File: config.mk
export PLATFORM = sky130hd
export DESIGN_NAME = wmh_wake_mask
export DESIGN_NICKNAME = d
export VERILOG_FILES = /design/src/rtl/wmh_pkg.sv /design/src/rtl/wmh_tick_gen.sv /design/src/rtl/wmh_wake_mask.sv
export SDC_FILE = /design/constraint.sdc
export NUM_CORES = 1
export LEC_CHECK = 0
export ABC_AREA = 1
export BUFFER_PORTS_ARGS = -buffer_cell sky130_fd_sc_hd__buf_2
export CAP_MARGIN = 40
export CORE_MARGIN = 2
export CORE_UTILIZATION = 55
export CTS_CLUSTER_DIAMETER = 80
export DETAILED_ROUTE_END_ITERATION = 8
export HOLD_SLACK_MARGIN = 0.05
export PLACE_DENSITY = 0.8
export SLEW_MARGIN = 40
export SYNTH_ARGS = -nofsm -noshare
export SYNTH_HDL_FRONTEND = slang
export SYNTH_SLANG_ARGS = --single-unit
File: constraint.sdc
create_clock -name clk -period 3.39 [get_ports clk]
set_input_delay 0.678 -clock clk [delete_from_list [all_inputs] [get_ports clk]]
set_output_delay 0.678 -clock clk [all_outputs]
set_load 0.005 [all_outputs]
File: src/rtl/wmh_pkg.sv
// Package for the wake-up mask and hibernation timer block.
// Assumes an 8-bit core register port and a 32 kHz timer clock on a pin.
package wmh_pkg;

    // Core register port width
    localparam int ADDR_W = 16;
    localparam int DATA_W = 8;
    localparam int MASK_N = 7;

    // Mask register byte addresses, entry order 1,2,4,5,6,7,8
    localparam logic [ADDR_W-1:0] MASK_ADDR [MASK_N] = '{
        16'h7f2c, 16'h7f2d, 16'h7f5a, 16'h7f5f, 16'h7f66, 16'h7f65, 16'h7f56};

    // Implemented bits per mask register; the rest read zero
    localparam logic [DATA_W-1:0] MASK_IMPL [MASK_N] = '{
        8'hf9, 8'h06, 8'hdc, 8'hff, 8'hff, 8'h23, 8'h0f};

    // Reset value of every mask register
    localparam logic [DATA_W-1:0] MASK_RESET = 8'h00;

    // Countdown register and the timer source flag register
    localparam logic [ADDR_W-1:0] COUNT_ADDR   = 16'h7ff3;
    localparam logic [ADDR_W-1:0] TOSRC_ADDR   = 16'h7f2b;
    localparam logic [DATA_W-1:0] COUNT_RESET  = 8'h00;
    localparam int                TIMER_ENTRY  = 1;
    localparam int                TIMEOUT_BIT  = 2;
    localparam int                ANYKEY_BIT   = 1;

    // Tick timing: one countdown step per tick
    localparam int TICK_SECONDS        = 30;
    localparam int SLOW_CLK_HZ         = 32768;
    localparam int SLOW_EDGES_PER_TICK = TICK_SECONDS * SLOW_CLK_HZ;
    localparam int PRESCALE_W          = 20;

    // Per-register byte groups
    typedef logic [MASK_N-1:0][DATA_W-1:0] wmh_bytes_t;

    // Core register request
    typedef struct packed {
        logic [ADDR_W-1:0] addr;
        logic              wrEn;
        logic              rdEn;
        logic [DATA_W-1:0] wrData;
    } wmh_bus_req_t;

    // Results toward the core
    typedef struct packed {
        logic [DATA_W-1:0] rdData;
        logic              irq;
        logic              wake;
    } wmh_out_t;

endpackage : wmh_pkg

File: src/rtl/wmh_tick_gen.sv
// Tick generator: synchronises the 32 kHz clock pin and divides it.
// Assumes the slow clock is far below clk; restart realigns the divider.
`timescale 1ns/10ps
module wmh_tick_gen import wmh_pkg::*; #(
    parameter int EDGES = SLOW_EDGES_PER_TICK
) (
    // Clock and reset
    input  wire logic clk,
    input  wire logic sys_rst,
    // Slow clock pin and control
    input  wire logic slowClkPin,
    input  wire logic restart,
    // One-cycle tick
    output logic      tick
);

    localparam logic [PRESCALE_W-1:0] LAST = PRESCALE_W'(EDGES - 1);

    // Whole state of the divider
    typedef struct packed {
        logic [2:0]            sync;    // Synchroniser chain
        logic                  stable;  // Agreed slow clock level
        logic [PRESCALE_W-1:0] cnt;     // Slow edges this tick
        logic                  tick;    // Registered tick
    } wmh_tick_state_t;

    wmh_tick_state_t st;
    wmh_tick_state_t next_st;

    // Divide agreed rising edges down to one tick
    always_comb begin
        logic rise;
        rise    = 1'b0;
        next_st = st;
        next_st.sync = {st.sync[1:0], slowClkPin};
        next_st.tick = 1'b0;
        // Change counts once stages two and three agree
        if (st.sync[1] == st.sync[2]) begin
            next_st.stable = st.sync[2];
            rise = st.sync[2] && !st.stable;
        end
        if (restart) begin
            next_st.cnt = '0;
        end else if (rise) begin
            if (st.cnt == LAST) begin
                next_st.cnt  = '0;
                next_st.tick = 1'b1;
            end else begin
                next_st.cnt = st.cnt + 1'b1;
            end
        end
    end

    // State register
    always_ff @(posedge clk or posedge sys_rst) begin
        if (sys_rst) begin
            st <= '0;
        end else begin
            st <= next_st;
        end
    end

    assign tick = st.tick;

endmodule : wmh_tick_gen

File: src/rtl/wmh_wake_mask.sv
// Wake-up mask registers and hibernation countdown timer.
// Assumes neighbouring logic holds the wake source flags and feeds them in.
//
// Behaviour
// - Mask bit one blocks its source interrupt
// - Mask bit zero lets source interrupt through
// - Masked flag stays readable, raises no interrupt
// - All mask registers reset to zero
// - Mask bits read/write; reserved read zero
// - First mask: power, bus, alarm sources
// - Second mask: timer timeout, any-key wake
// - Fourth mask: edge sources 07..02 subset
// - Fifth mask: edge sources 10 to 17
// - Sixth mask: edge sources 20 to 27
// - Seventh mask: transfer done, fan inputs
// - Eighth mask: four pin wake sources
// - Timer is 8-bit binary down counter
// - Each count step lasts 30 seconds
// - At zero timer stops and holds zero
// - Expiry raises wake event to core
// - Timer runs from the 32 kHz clock
// - Non-zero write loads and starts countdown
// - Source flag sticky until written one
// - Timeout flag sets when countdown hits zero
`timescale 1ns/10ps
module wmh_wake_mask import wmh_pkg::*; #(
    parameter int TICK_EDGES = SLOW_EDGES_PER_TICK
) (
    // Clock and reset
    input  wire logic         clk,
    input  wire logic         sys_rst,
    // Core register port
    input  wire wmh_bus_req_t req,
    // Wake source flags from the source registers
    input  wire wmh_bytes_t   srcFlags,
    // Slow timer clock pin
    input  wire logic         slowClkPin,
    // Results toward the core
    output wmh_out_t          core,
    output logic              timeoutFlag
);

    // Whole state of the block
    typedef struct packed {
        wmh_bytes_t        mask;    // Mask registers
        logic [DATA_W-1:0] count;   // Countdown value
        logic              toFlag;  // Sticky timeout flag
        logic              irq;     // Registered interrupt
        logic              wake;    // Expiry pulse
        logic [DATA_W-1:0] rdData;  // Read result
    } wmh_state_t;

    wmh_state_t st;
    wmh_state_t next_st;

    logic              tick;        // One 30 s step
    logic              countWr;     // Core writes countdown
    logic [MASK_N-1:0] maskHit;     // Address hits mask entry
    logic [MASK_N-1:0] pending;     // Unmasked flag per entry
    wmh_bytes_t        effFlags;    // Flags with local timeout
    logic [MASK_N-1:0] resvHit;     // Reserved mask bit held

    assign countWr = req.wrEn && (req.addr == COUNT_ADDR);

    // Divider on the slow clock; restarted by each load
    wmh_tick_gen #(
        .EDGES      (TICK_EDGES)
    ) u_tick (
        .clk        (clk),
        .sys_rst    (sys_rst),
        .slowClkPin (slowClkPin),
        .restart    (countWr),
        .tick       (tick)
    );

    // Per-entry decode and gating
    for (genvar i = 0; i < MASK_N; i++) begin : g_entry
        assign maskHit[i] = (req.addr == MASK_ADDR[i]);
        if (i == TIMER_ENTRY) begin : g_timer
            // Timeout bit comes from the local flag
            assign effFlags[i] = {srcFlags[i][DATA_W-1:TIMEOUT_BIT+1], st.toFlag,
                                  srcFlags[i][TIMEOUT_BIT-1:0]};
        end else begin : g_plain
            assign effFlags[i] = srcFlags[i];
        end
        // Mask one blocks, mask zero passes
        assign pending[i] = |(effFlags[i] & ~st.mask[i] & MASK_IMPL[i]);
        assign resvHit[i] = |(st.mask[i] & ~MASK_IMPL[i]);
    end

    // Next-state logic
    always_comb begin
        logic [DATA_W-1:0] rd;
        rd      = '0;
        next_st = st;
        next_st.wake = 1'b0;

        // Mask writes keep implemented bits only
        for (int i = 0; i < MASK_N; i++) begin
            if (req.wrEn && maskHit[i]) begin
                next_st.mask[i] = req.wrData & MASK_IMPL[i];
            end
            if (maskHit[i]) begin
                rd = st.mask[i];
            end
        end

        // Countdown: write wins over a tick in the same cycle
        if (countWr) begin
            next_st.count = req.wrData;
        end else if (tick && st.count != '0) begin
            next_st.count = st.count - 1'b1;
            if (st.count == 8'h01) begin
                next_st.wake = 1'b1;
            end
        end

        // Timeout flag: write-one clears, expiry set wins
        if (req.wrEn && req.addr == TOSRC_ADDR && req.wrData[TIMEOUT_BIT]) begin
            next_st.toFlag = 1'b0;
        end
        if (next_st.wake) begin
            next_st.toFlag = 1'b1;
        end

        // Read answers, unmapped reads give zero
        if (req.addr == COUNT_ADDR) begin
            rd = st.count;
        end else if (req.addr == TOSRC_ADDR) begin
            rd = '0;
            rd[TIMEOUT_BIT] = st.toFlag;
            rd[ANYKEY_BIT]  = srcFlags[TIMER_ENTRY][ANYKEY_BIT];
        end
        if (req.rdEn) begin
            next_st.rdData = rd;
        end

        // Interrupt from every unmasked flag
        next_st.irq = |pending;
    end

    // State register; masks come up all clear, every source passes
    always_ff @(posedge clk or posedge sys_rst) begin
        if (sys_rst) begin
            st <= '0;
        end else begin
            st <= next_st;
        end
    end

    // Outputs straight from flip-flops
    assign core.rdData = st.rdData;
    assign core.irq    = st.irq;
    assign core.wake   = st.wake;
    assign timeoutFlag = st.toFlag;

    // Helper: a write to the fifth mask, later read back
    logic maskWr3;
    assign maskWr3 = req.wrEn && maskHit[3];
endmodule : wmh_wake_mask

======== Word level (Yosys, flattened, before mapping) ========
Cells that the tools add are included.
storage, ports and cells
  output and inout bits ................... 11
  bits in registers ....................... 80
  input port bits ......................... 85
  word-level logic and storage cells ...... 84
operators by class
  add/sub/neg operators ................... 2
  reduce and logical (&&, ||, !) cells .... 18
  bitwise operators ....................... 14
  equality and inequality tests ........... 12
  muxes and demuxes ....................... 22
operators by type and width
  operator               count
  $eq 16x15->1 const B   9
  $mux 8                 11
  $mux 20                2
  $reduce_or 36->1       1
  $and 8x8->8            4
  $not 8->8              4
  $mux 21                1
  $add 20x1->20 const B  1
  $eq 20x20->1 const B   1
  $logic_and 1x1->1      12
  $eq 8x1->1 const B     1
  $mux 1                 8
  $reduce_bool 8->1      1
  $sub 8x1->8 const B    1
  $and 6x6->6            1
  $not 6->6              1
  $reduce_bool 2->1      3
  $and 4x4->4            1
  $not 4->4              1
  $and 3x3->3            1
  $not 3->3              1
  $eq 1x1->1             1
  $logic_not 1->1        1

======== Longest topological paths before layout ========
Gate-level depths: netlist (run 1).
  word-level depth ........................ 10
  gate-level depth with buffers ........... 13

======== Cells and area by module ========
From an unflattened synthesis (run 1), not the netlist that was laid out.
second synthesis, totals
  cells, all modules ...................... 668
  area, all modules ....................... 4918.5 sq um
by module, submodules not included
  module         times used  area an instance (sq um)  seq. area each (sq um)  cells an instance
  wmh_wake_mask  1           3470.8                    1376.3                  485
  wmh_tick_gen   1           1447.6                    625.6                   183

======== Least setup slack after synthesis (run 1) ========
OpenSTA, ideal clock, no wires.
  kind .................................... input -> register
  start ................................... input port req[21] (netlist name)
  end ..................................... register u_tick.st[11] (netlist name)
  stages on the path ...................... 12
  buffers on the path ..................... 1
  setup slack ............................. 1.566 ns
  data arrival time ....................... 1.695 ns
  path through ............................ nand2_1 > inv_1 > nand2_1 > nor2_4 > nand2_4 > inv_4 > nand2_8 > nand2_2 > a21oi_4 > inv_4 > buf_12 > o22ai_2
on the way
  cells in the longest elaborated chain, start to end .. 3
  elaborated cells on any way between the ends .. 4
  those cells by class .................... 1 x eq/ne; 1 x mux; 2 x reduce/logical
RTL lines
  element                                              line                 source
  from (decl)                                          wmh_wake_mask.sv:33  input wire wmh_bus_req_t req,
  $eq 16x15->1 (*)                                     wmh_wake_mask.sv:63  assign countWr = req.wrEn && (req.addr == COUNT_ADDR);
  $logic_and 1x1->1 (*)                                wmh_wake_mask.sv:63
  $mux 20 / $reduce_bool 2->1 (equally long branches)  -
  to (signal assigned)                                 wmh_tick_gen.sv:59   st <= next_st;
  to (decl)                                            wmh_tick_gen.sv:27   wmh_tick_state_t st;
Every way passes the cells marked *; elsewhere a longest branch is shown, timed or not.
A chain may end at the register's enable or synchronous reset.

======== Worst setup path after layout (run 1) ========
  start ................................... input port req[25] (netlist name)
  end ..................................... register u_tick.st[9] (netlist name)
Same word-level chain as after synthesis.

==> impl_metrics.yaml, run 1 <==
logic_synthesis:
  postSynthCellCount: 596
  synthFlopType: "dfrtp_1"
  ys_types: 46
  synth_area_leaders: "dfrtp_1, nand2_1, inv_1"
  synth.most_common_cell: "nand2_1"
  yosysSeqAreaShare_pct: 42.9
  synthTopCellsByCount: "nand2_1, inv_1, dfrtp_1"
  synth_top_area_cell: "dfrtp_1"
  yosysWarnings: 0
  synth_top_area_share_pct: 42.9
  synthArstFlopShare_pct: 100
  syn_avg_cell_area_um2: 7.82
  synth-seq-cells: 80
  synthesis.area_um2: 4660
  synth-edff-count: 0
  synth_fp_nets: 685
placed_design:
  place_congestion: 0.952
  dp_hpwl_mm: 9.00
  placed_area_um2: 5010
  portBuffers: 74
final_layout:
  fillers: 767
  post-route-util_pct: 63.1
  n_antenna_cell: 0
  layout-drive-gt1-share_pct: 20.2
  multiInputGateArea_um2: 2120
  fin_nets: 751
  finalInstanceArea_um2: 5190
  synthToLayoutAreaGrowth_pct: 11.3
  layout.area.seq_um2: 2000
setup_path:
  worstReg2RegStart: "u_tick.st[2]"
  crit_type: "in -> reg"
  end_kind: "flip-flop"
  path_common_cell: "nand2_4"
  path_delay_family: "simple AND/OR/NAND/NOR gates"
  path_max_fanout: 19
  reg2reg_slack_ns: 1.50
  cp_cell_sequence: "buf_2 -> nor2_1 -> nand2_1 -> nor2_4 -> nand2_4 -> inv_4 -> nand2_8 -> nand2_4 -> inv_2 -> nor3_1 -> nor3_2"
  r2r-end: "u_tick.st[19]"
  critical_path_arrival_ns: 2.36
  crit_required_ns: 3.63
  cp_slowest_cell: "nor2_4"
  cp.depth: 11
  start_kind: "primary input"
  cp.buffers_inverters: 3
  worstRegToRegCells: 10
  cp_slowest_stage_delay_ns: 0.38
run_status:
  outcome: "complete, no violations"
die:
  design.die.area_um2: 9230
  initial_core_util_pct: 56.7
  fp-row-count: 33
  io_pins: 96
  die_y_um: 96.1
  coreArea_um2: 8220
  die_x_um: 96.1
sta:
  slew_headroom_pct: 65.2
  fin_crit_sh_pct: 62.5
  finalHoldViolations: 0
  worst_slew_pin_slew_ns: 0.521
  slew_viol_final: 0
  post-route-min-period_ns: 2.12
  skew_ns: 0.00882
  timing.fmax_mhz: 472
  grt_setup_unrepaired: "false"
  tns_ns: 0
  setup_viol: 0
power_and_ir_drop:
  p_per_area_nw_per_um2: 354
  power_leakage_uw: 0.00262
  ir_drop_mv: 0.205
clocking:
  clk_pin_slew_ns: 0.08
  clock_latency_ns: 0.36
  h-tree-depth: 3
  post_cts_buffers: 0
  ctsHoldBuffers: 0
  cts_tree: "done"
  cts_root_buf: "clkbuf_8"
  cts_resized: 0
  cts.sinks: 80
  numCtsBuffers: 9
  clock_path_buffers: 2
route:
  wirelength_mm: 11.9
  final_antenna_net_count: 0
  via_per_inst: 5.43
  wire_per_inst_um: 15.4
  drt_first_pass_iters: 5
  drt_iter0_drc: 267
  num_vias: 4192
  drc: 0
grt:
  grt-ovfl-total: 0
  antenna_found_initial: 0
  grt_pass1_vias: 4124
  grt_pass1_wl_mm: 19.2
  grt_max_degree: 42
  grt.total_usage_pct: 27.3
run:
  max-cap-violations: 0
min_path:
  min_path_type: "in -> async"
==> cells in the final DEF, fill, tap and decap left out, types with 3 or more instances in the layout <==
cell type | synthesis | final
nor2_1 | 41 | 41
ha_1 | 4 | 4
nand3_1 | 31 | 31
nor2_4 | 3 | 3
a21oi_1 | 7 | 7
nand2_4 | 3 | 3
xor2_1 | 17 | 17
nand4_1 | 13 | 13
nand2_2 | 4 | 4
o22ai_2 | 7 | 7
nor2_2 | 4 | 4
o21ai_0 | 57 | 57
inv_1 | 88 | 87
inv_2 | 7 | 7
clkbuf_8 | 0 | 10
buf_4 | 11 | 3
o22ai_1 | 10 | 10
o21ai_1 | 10 | 10
nand2_1 | 146 | 146
nor3_1 | 8 | 8
inv_4 | 2 | 3
buf_2 | 4 | 74
dfrtp_1 | 80 | 80
a221oi_1 | 3 | 3
nor4_1 | 3 | 3
o21ai_2 | 3 | 3
==> stage by stage <==
stage / setup slack, ns / power [uW] / instances / hold slack (ns)
after global placement: 0.969 / 1190 / 756 / 0.335
after global routing: 1.08 / 1900 / 772 / 0.374
final: 1.27 / 1830 / 772 / 0.360
after detailed placement: 0.889 / 1210 / 756 / 0.350
after floorplan: 0.660 / 1130 / 596 / 0.331
after CTS: 1.28 / 1840 / 772 / 0.369
==> report_power, final <==
group | switching [uW] | total [uW] | leakage [uW] | internal, uW
Clock | 361 | 649 | 0.0000830 | 288
Combinational | 116 | 187 | 0.00146 | 71.7
Sequential | 20.4 | 998 | 0.00107 | 977
Total | 497 | 1830 | 0.00262 | 1340
==> registers in the layout (all words and copies together) (netlist names) <==
register	count
core	10
st	44
timeoutFlag	1
u_tick.next_st	2
u_tick.st	22
u_tick.tick	1
==> final cells by class <==
cell class                      count  share of cell area (%)
Inverter                           97                    7.16
Timing Repair Buffer               77                    7.57
Sequential cell                    80                    38.6
Clock buffer                       12                    2.80
Multi-Input combinational cell    397                    40.8
Clock inverter                      4                   0.555
Tap cell                          105                    2.53
==> logic make-up after synthesis <==
family	synth area share [%]
DFF	42.9
xor gates and xnor gates	3.38
AOI/OAI and AO/OA	14.0
buffers and inverters	11.7
and+or+nand+nor	26.7
adders and majority gates	1.29
==> worst max path at each step <==
stage            start      endpoint  slack [ns]
4_1_cts        req[25]  u_tick.st[9]        1.28
2_1_floorplan  sys_rst       core[0]        0.66
6_report       req[25]  u_tick.st[9]        1.27
3_3_place_gp   req[25]  u_tick.st[9]        0.97
3_5_place_dp   req[25]  u_tick.st[9]        0.89
5_1_grt        req[24]        st[54]        1.08
==> metal layers <==
metal	up-vias	part of all wire, %	global-route usage (%)
met5	-	0	0
met4	0	2.9	11.5
met3	32	5.6	4.15
met2	151	49	46.0
met1	1962	43	34.9
li1	2047	-	-
Power figures use the tool's default switching activity.
==> run 2, diff against run 1 <==
--- a/config.mk
+++ b/config.mk
@@ -9,11 +9,11 @@
 export BUFFER_PORTS_ARGS = -buffer_cell sky130_fd_sc_hd__buf_2
 export CAP_MARGIN = 40
 export CORE_MARGIN = 2
-export CORE_UTILIZATION = 55
+export CORE_UTILIZATION = 50
 export CTS_CLUSTER_DIAMETER = 80
 export DETAILED_ROUTE_END_ITERATION = 8
 export HOLD_SLACK_MARGIN = 0.05
-export PLACE_DENSITY = 0.8
+export PLACE_DENSITY = 0.77
 export SLEW_MARGIN = 40
 export SYNTH_ARGS = -nofsm -noshare
 export SYNTH_HDL_FRONTEND = slang
==> constraint.sdc (replaced) <==
create_clock -name clk -period 1.8 [get_ports clk]
set_input_delay 0.36 -clock clk [delete_from_list [all_inputs] [get_ports clk]]
set_output_delay 0.36 -clock clk [all_outputs]
set_load 0.005 [all_outputs]
==> impl_metrics.yaml, run 2 (synthesis results as in run 1) <==
power_and_ir_drop:
  power_uw: 3610
  ir_drop_mv: 0.555
  power_leakage_uw: 0.00274
  p_per_area_nw_per_um2: 666
final_layout:
  largest_reg_flops: 44
  final_cell_mix: "nand2_1, inv_1, dfrtp_1"
  final_common_cell: "nand2_1"
  layout-drive-gt1-share_pct: 23.0
  top_register: "st"
  fin_nets: 771
  n_antenna_cell: 0
  finalNonFillerCells: 798
  synthToLayoutAreaGrowth_pct: 16.1
run:
  max-cap-violations: 0
placed_design:
  place_congestion: 0.968
  numPlacedInstances: 781
  dp_hpwl_mm: 9.00
  portBuffers: 74
grt:
  grt.total_usage_pct: 24.9
  antenna_found_initial: 0
  grt_pass1_wl_mm: 19.5
  grt-ovfl-total: 0
  grt_max_degree: 81
  grt_pass1_vias: 4179
setup_path:
  crit_type: "reg -> reg"
  path_max_fanout: 4
  reg2reg_slack_ns: 0.1
  critical_path_arrival_ns: 1.95
  end_kind: "flip-flop"
  cp_slowest_stage_delay_ns: 0.38
  cp_slowest_cell: "dfrtp_1"
  worstReg2RegStart: "u_tick.st[1]"
  r2r-end: "u_tick.st[8]"
  cp_cell_sequence: "ha_2 -> nand2_1 -> nor2_2 -> nand2_2 -> nor2_4 -> nand2_4 -> nor2_8 -> a21oi_4 -> buf_4 -> nor2_4 -> nor2_1"
  crit_required_ns: 2.04
  start_kind: "flip-flop"
  path_common_cell: "nor2_4"
  worstRegToRegCells: 11
route:
  num_vias: 4256
  via_per_inst: 5.33
  wire_per_inst_um: 14.8
  wirelength_mm: 11.8
  drc: 0
  drt_first_pass_iters: 5
  drt_iter0_drc: 299
  final_antenna_net_count: 0
min_path:
  min_path_type: "in -> async"
sta:
  grt_setup_unrepaired: "true"
  finalHoldViolations: 0
  skew_ns: 0.0165
  setup_viol: 0
  post-route-min-period_ns: 1.70
  slew_viol_final: 0
  fin_crit_sh_pct: 94.5
  slew_headroom_pct: 70.2
  worst_slew_pin_slew_ns: 0.442
  timing.fmax_mhz: 588
die:
  fp-row-count: 35
  design.die.area_um2: 10100
  die_x_um: 101
  coreArea_um2: 9150
  io_pins: 96
  die_y_um: 101
  initial_core_util_pct: 50.9
run_status:
  outcome: "complete, no violations"
clocking:
  clock_path_buffers: 2
  h-tree-depth: 3
  numCtsBuffers: 9
  cts_root_buf: "clkbuf_8"
  clk_pin_slew_ns: 0.08
  cts_tree: "done"
  cts.sinks: 80
  ctsHoldBuffers: 0
  clock_latency_ns: 0.36
[run 2: routing by layer]
metal,track usage [%],vias to the layer above,part of all wire (%)
met5,0,-,0
met4,8.43,0,2.3
met3,6.17,28,6.4
met2,43.7,133,49
met1,30.1,2007,42
li1,-,2088,-
[run 2: critical path, delay by kind of cell (launching register included)]
kind / cells / cell delay, ns
adders and majority gates: 1 / 0.19
DFF: 1 / 0.38
and+or+nand+nor: 8 / 0.75
buffers and inverters: 1 / 0.17
AOI/OAI and AO/OA: 1 / 0.09
[run 2: report_power, final]
part / switching [uW] / internal [uW] / leakage (uW) / total [uW]
Combinational: 222 / 152 / 0.00157 / 374
Clock: 668 / 686 / 0.000101 / 1350
Sequential: 36.6 / 1840 / 0.00107 / 1880
[run 2: cell type report]
cell class	instances	area, um^2
flip-flops and latches	80	2000
fillers	849	3740
clock buffers	12	145
multi-input cells	397	2130
inverters	97	375
clock inverters	4	52.6
repair buffers	97	568
well taps	111	139
[run 2: how the worst max path moves through the flow]
| stage | start | endpoint | slack, ns | depth (start not counted) |
|---|---|---|---|---|
| final | u_tick.st[1] | u_tick.st[8] | 0.1 | 11 |
| after detailed placement | req[20] | u_tick.st[3] | -0.03 | 13 |
| after floorplan | u_tick.st[1] | u_tick.st[17] | 0.15 | 11 |
| after CTS | u_tick.st[1] | u_tick.st[3] | 0.05 | 10 |
| after global routing | u_tick.st[3] | u_tick.st[20] | -0.03 | 9 |
| after global placement | req[25] | u_tick.st[19] | 0.02 | 12 |
[run 2: timing repair]
item / 4_1_cts / 5_1_grt
endpoints found under the setup margin: 0 / 17
resized for setup: 0 / 5
buffers inserted: 0 / 1
[run 2: metrics by stage]
step	hold slack (ns)	TNS (ns)	setup WS, ns	instance area (um^2)	util [%]
after global placement	0.333	0	0.0245	5190	56.7
after detailed placement	0.341	-0.0889	-0.0279	5190	56.7
after floorplan	0.331	0	0.147	4670	-
after global routing	0.0970	-0.0329	-0.0314	5410	59.1
final	0.104	0	0.0981	5410	59.1
after CTS	0.111	0	0.0494	5390	58.9
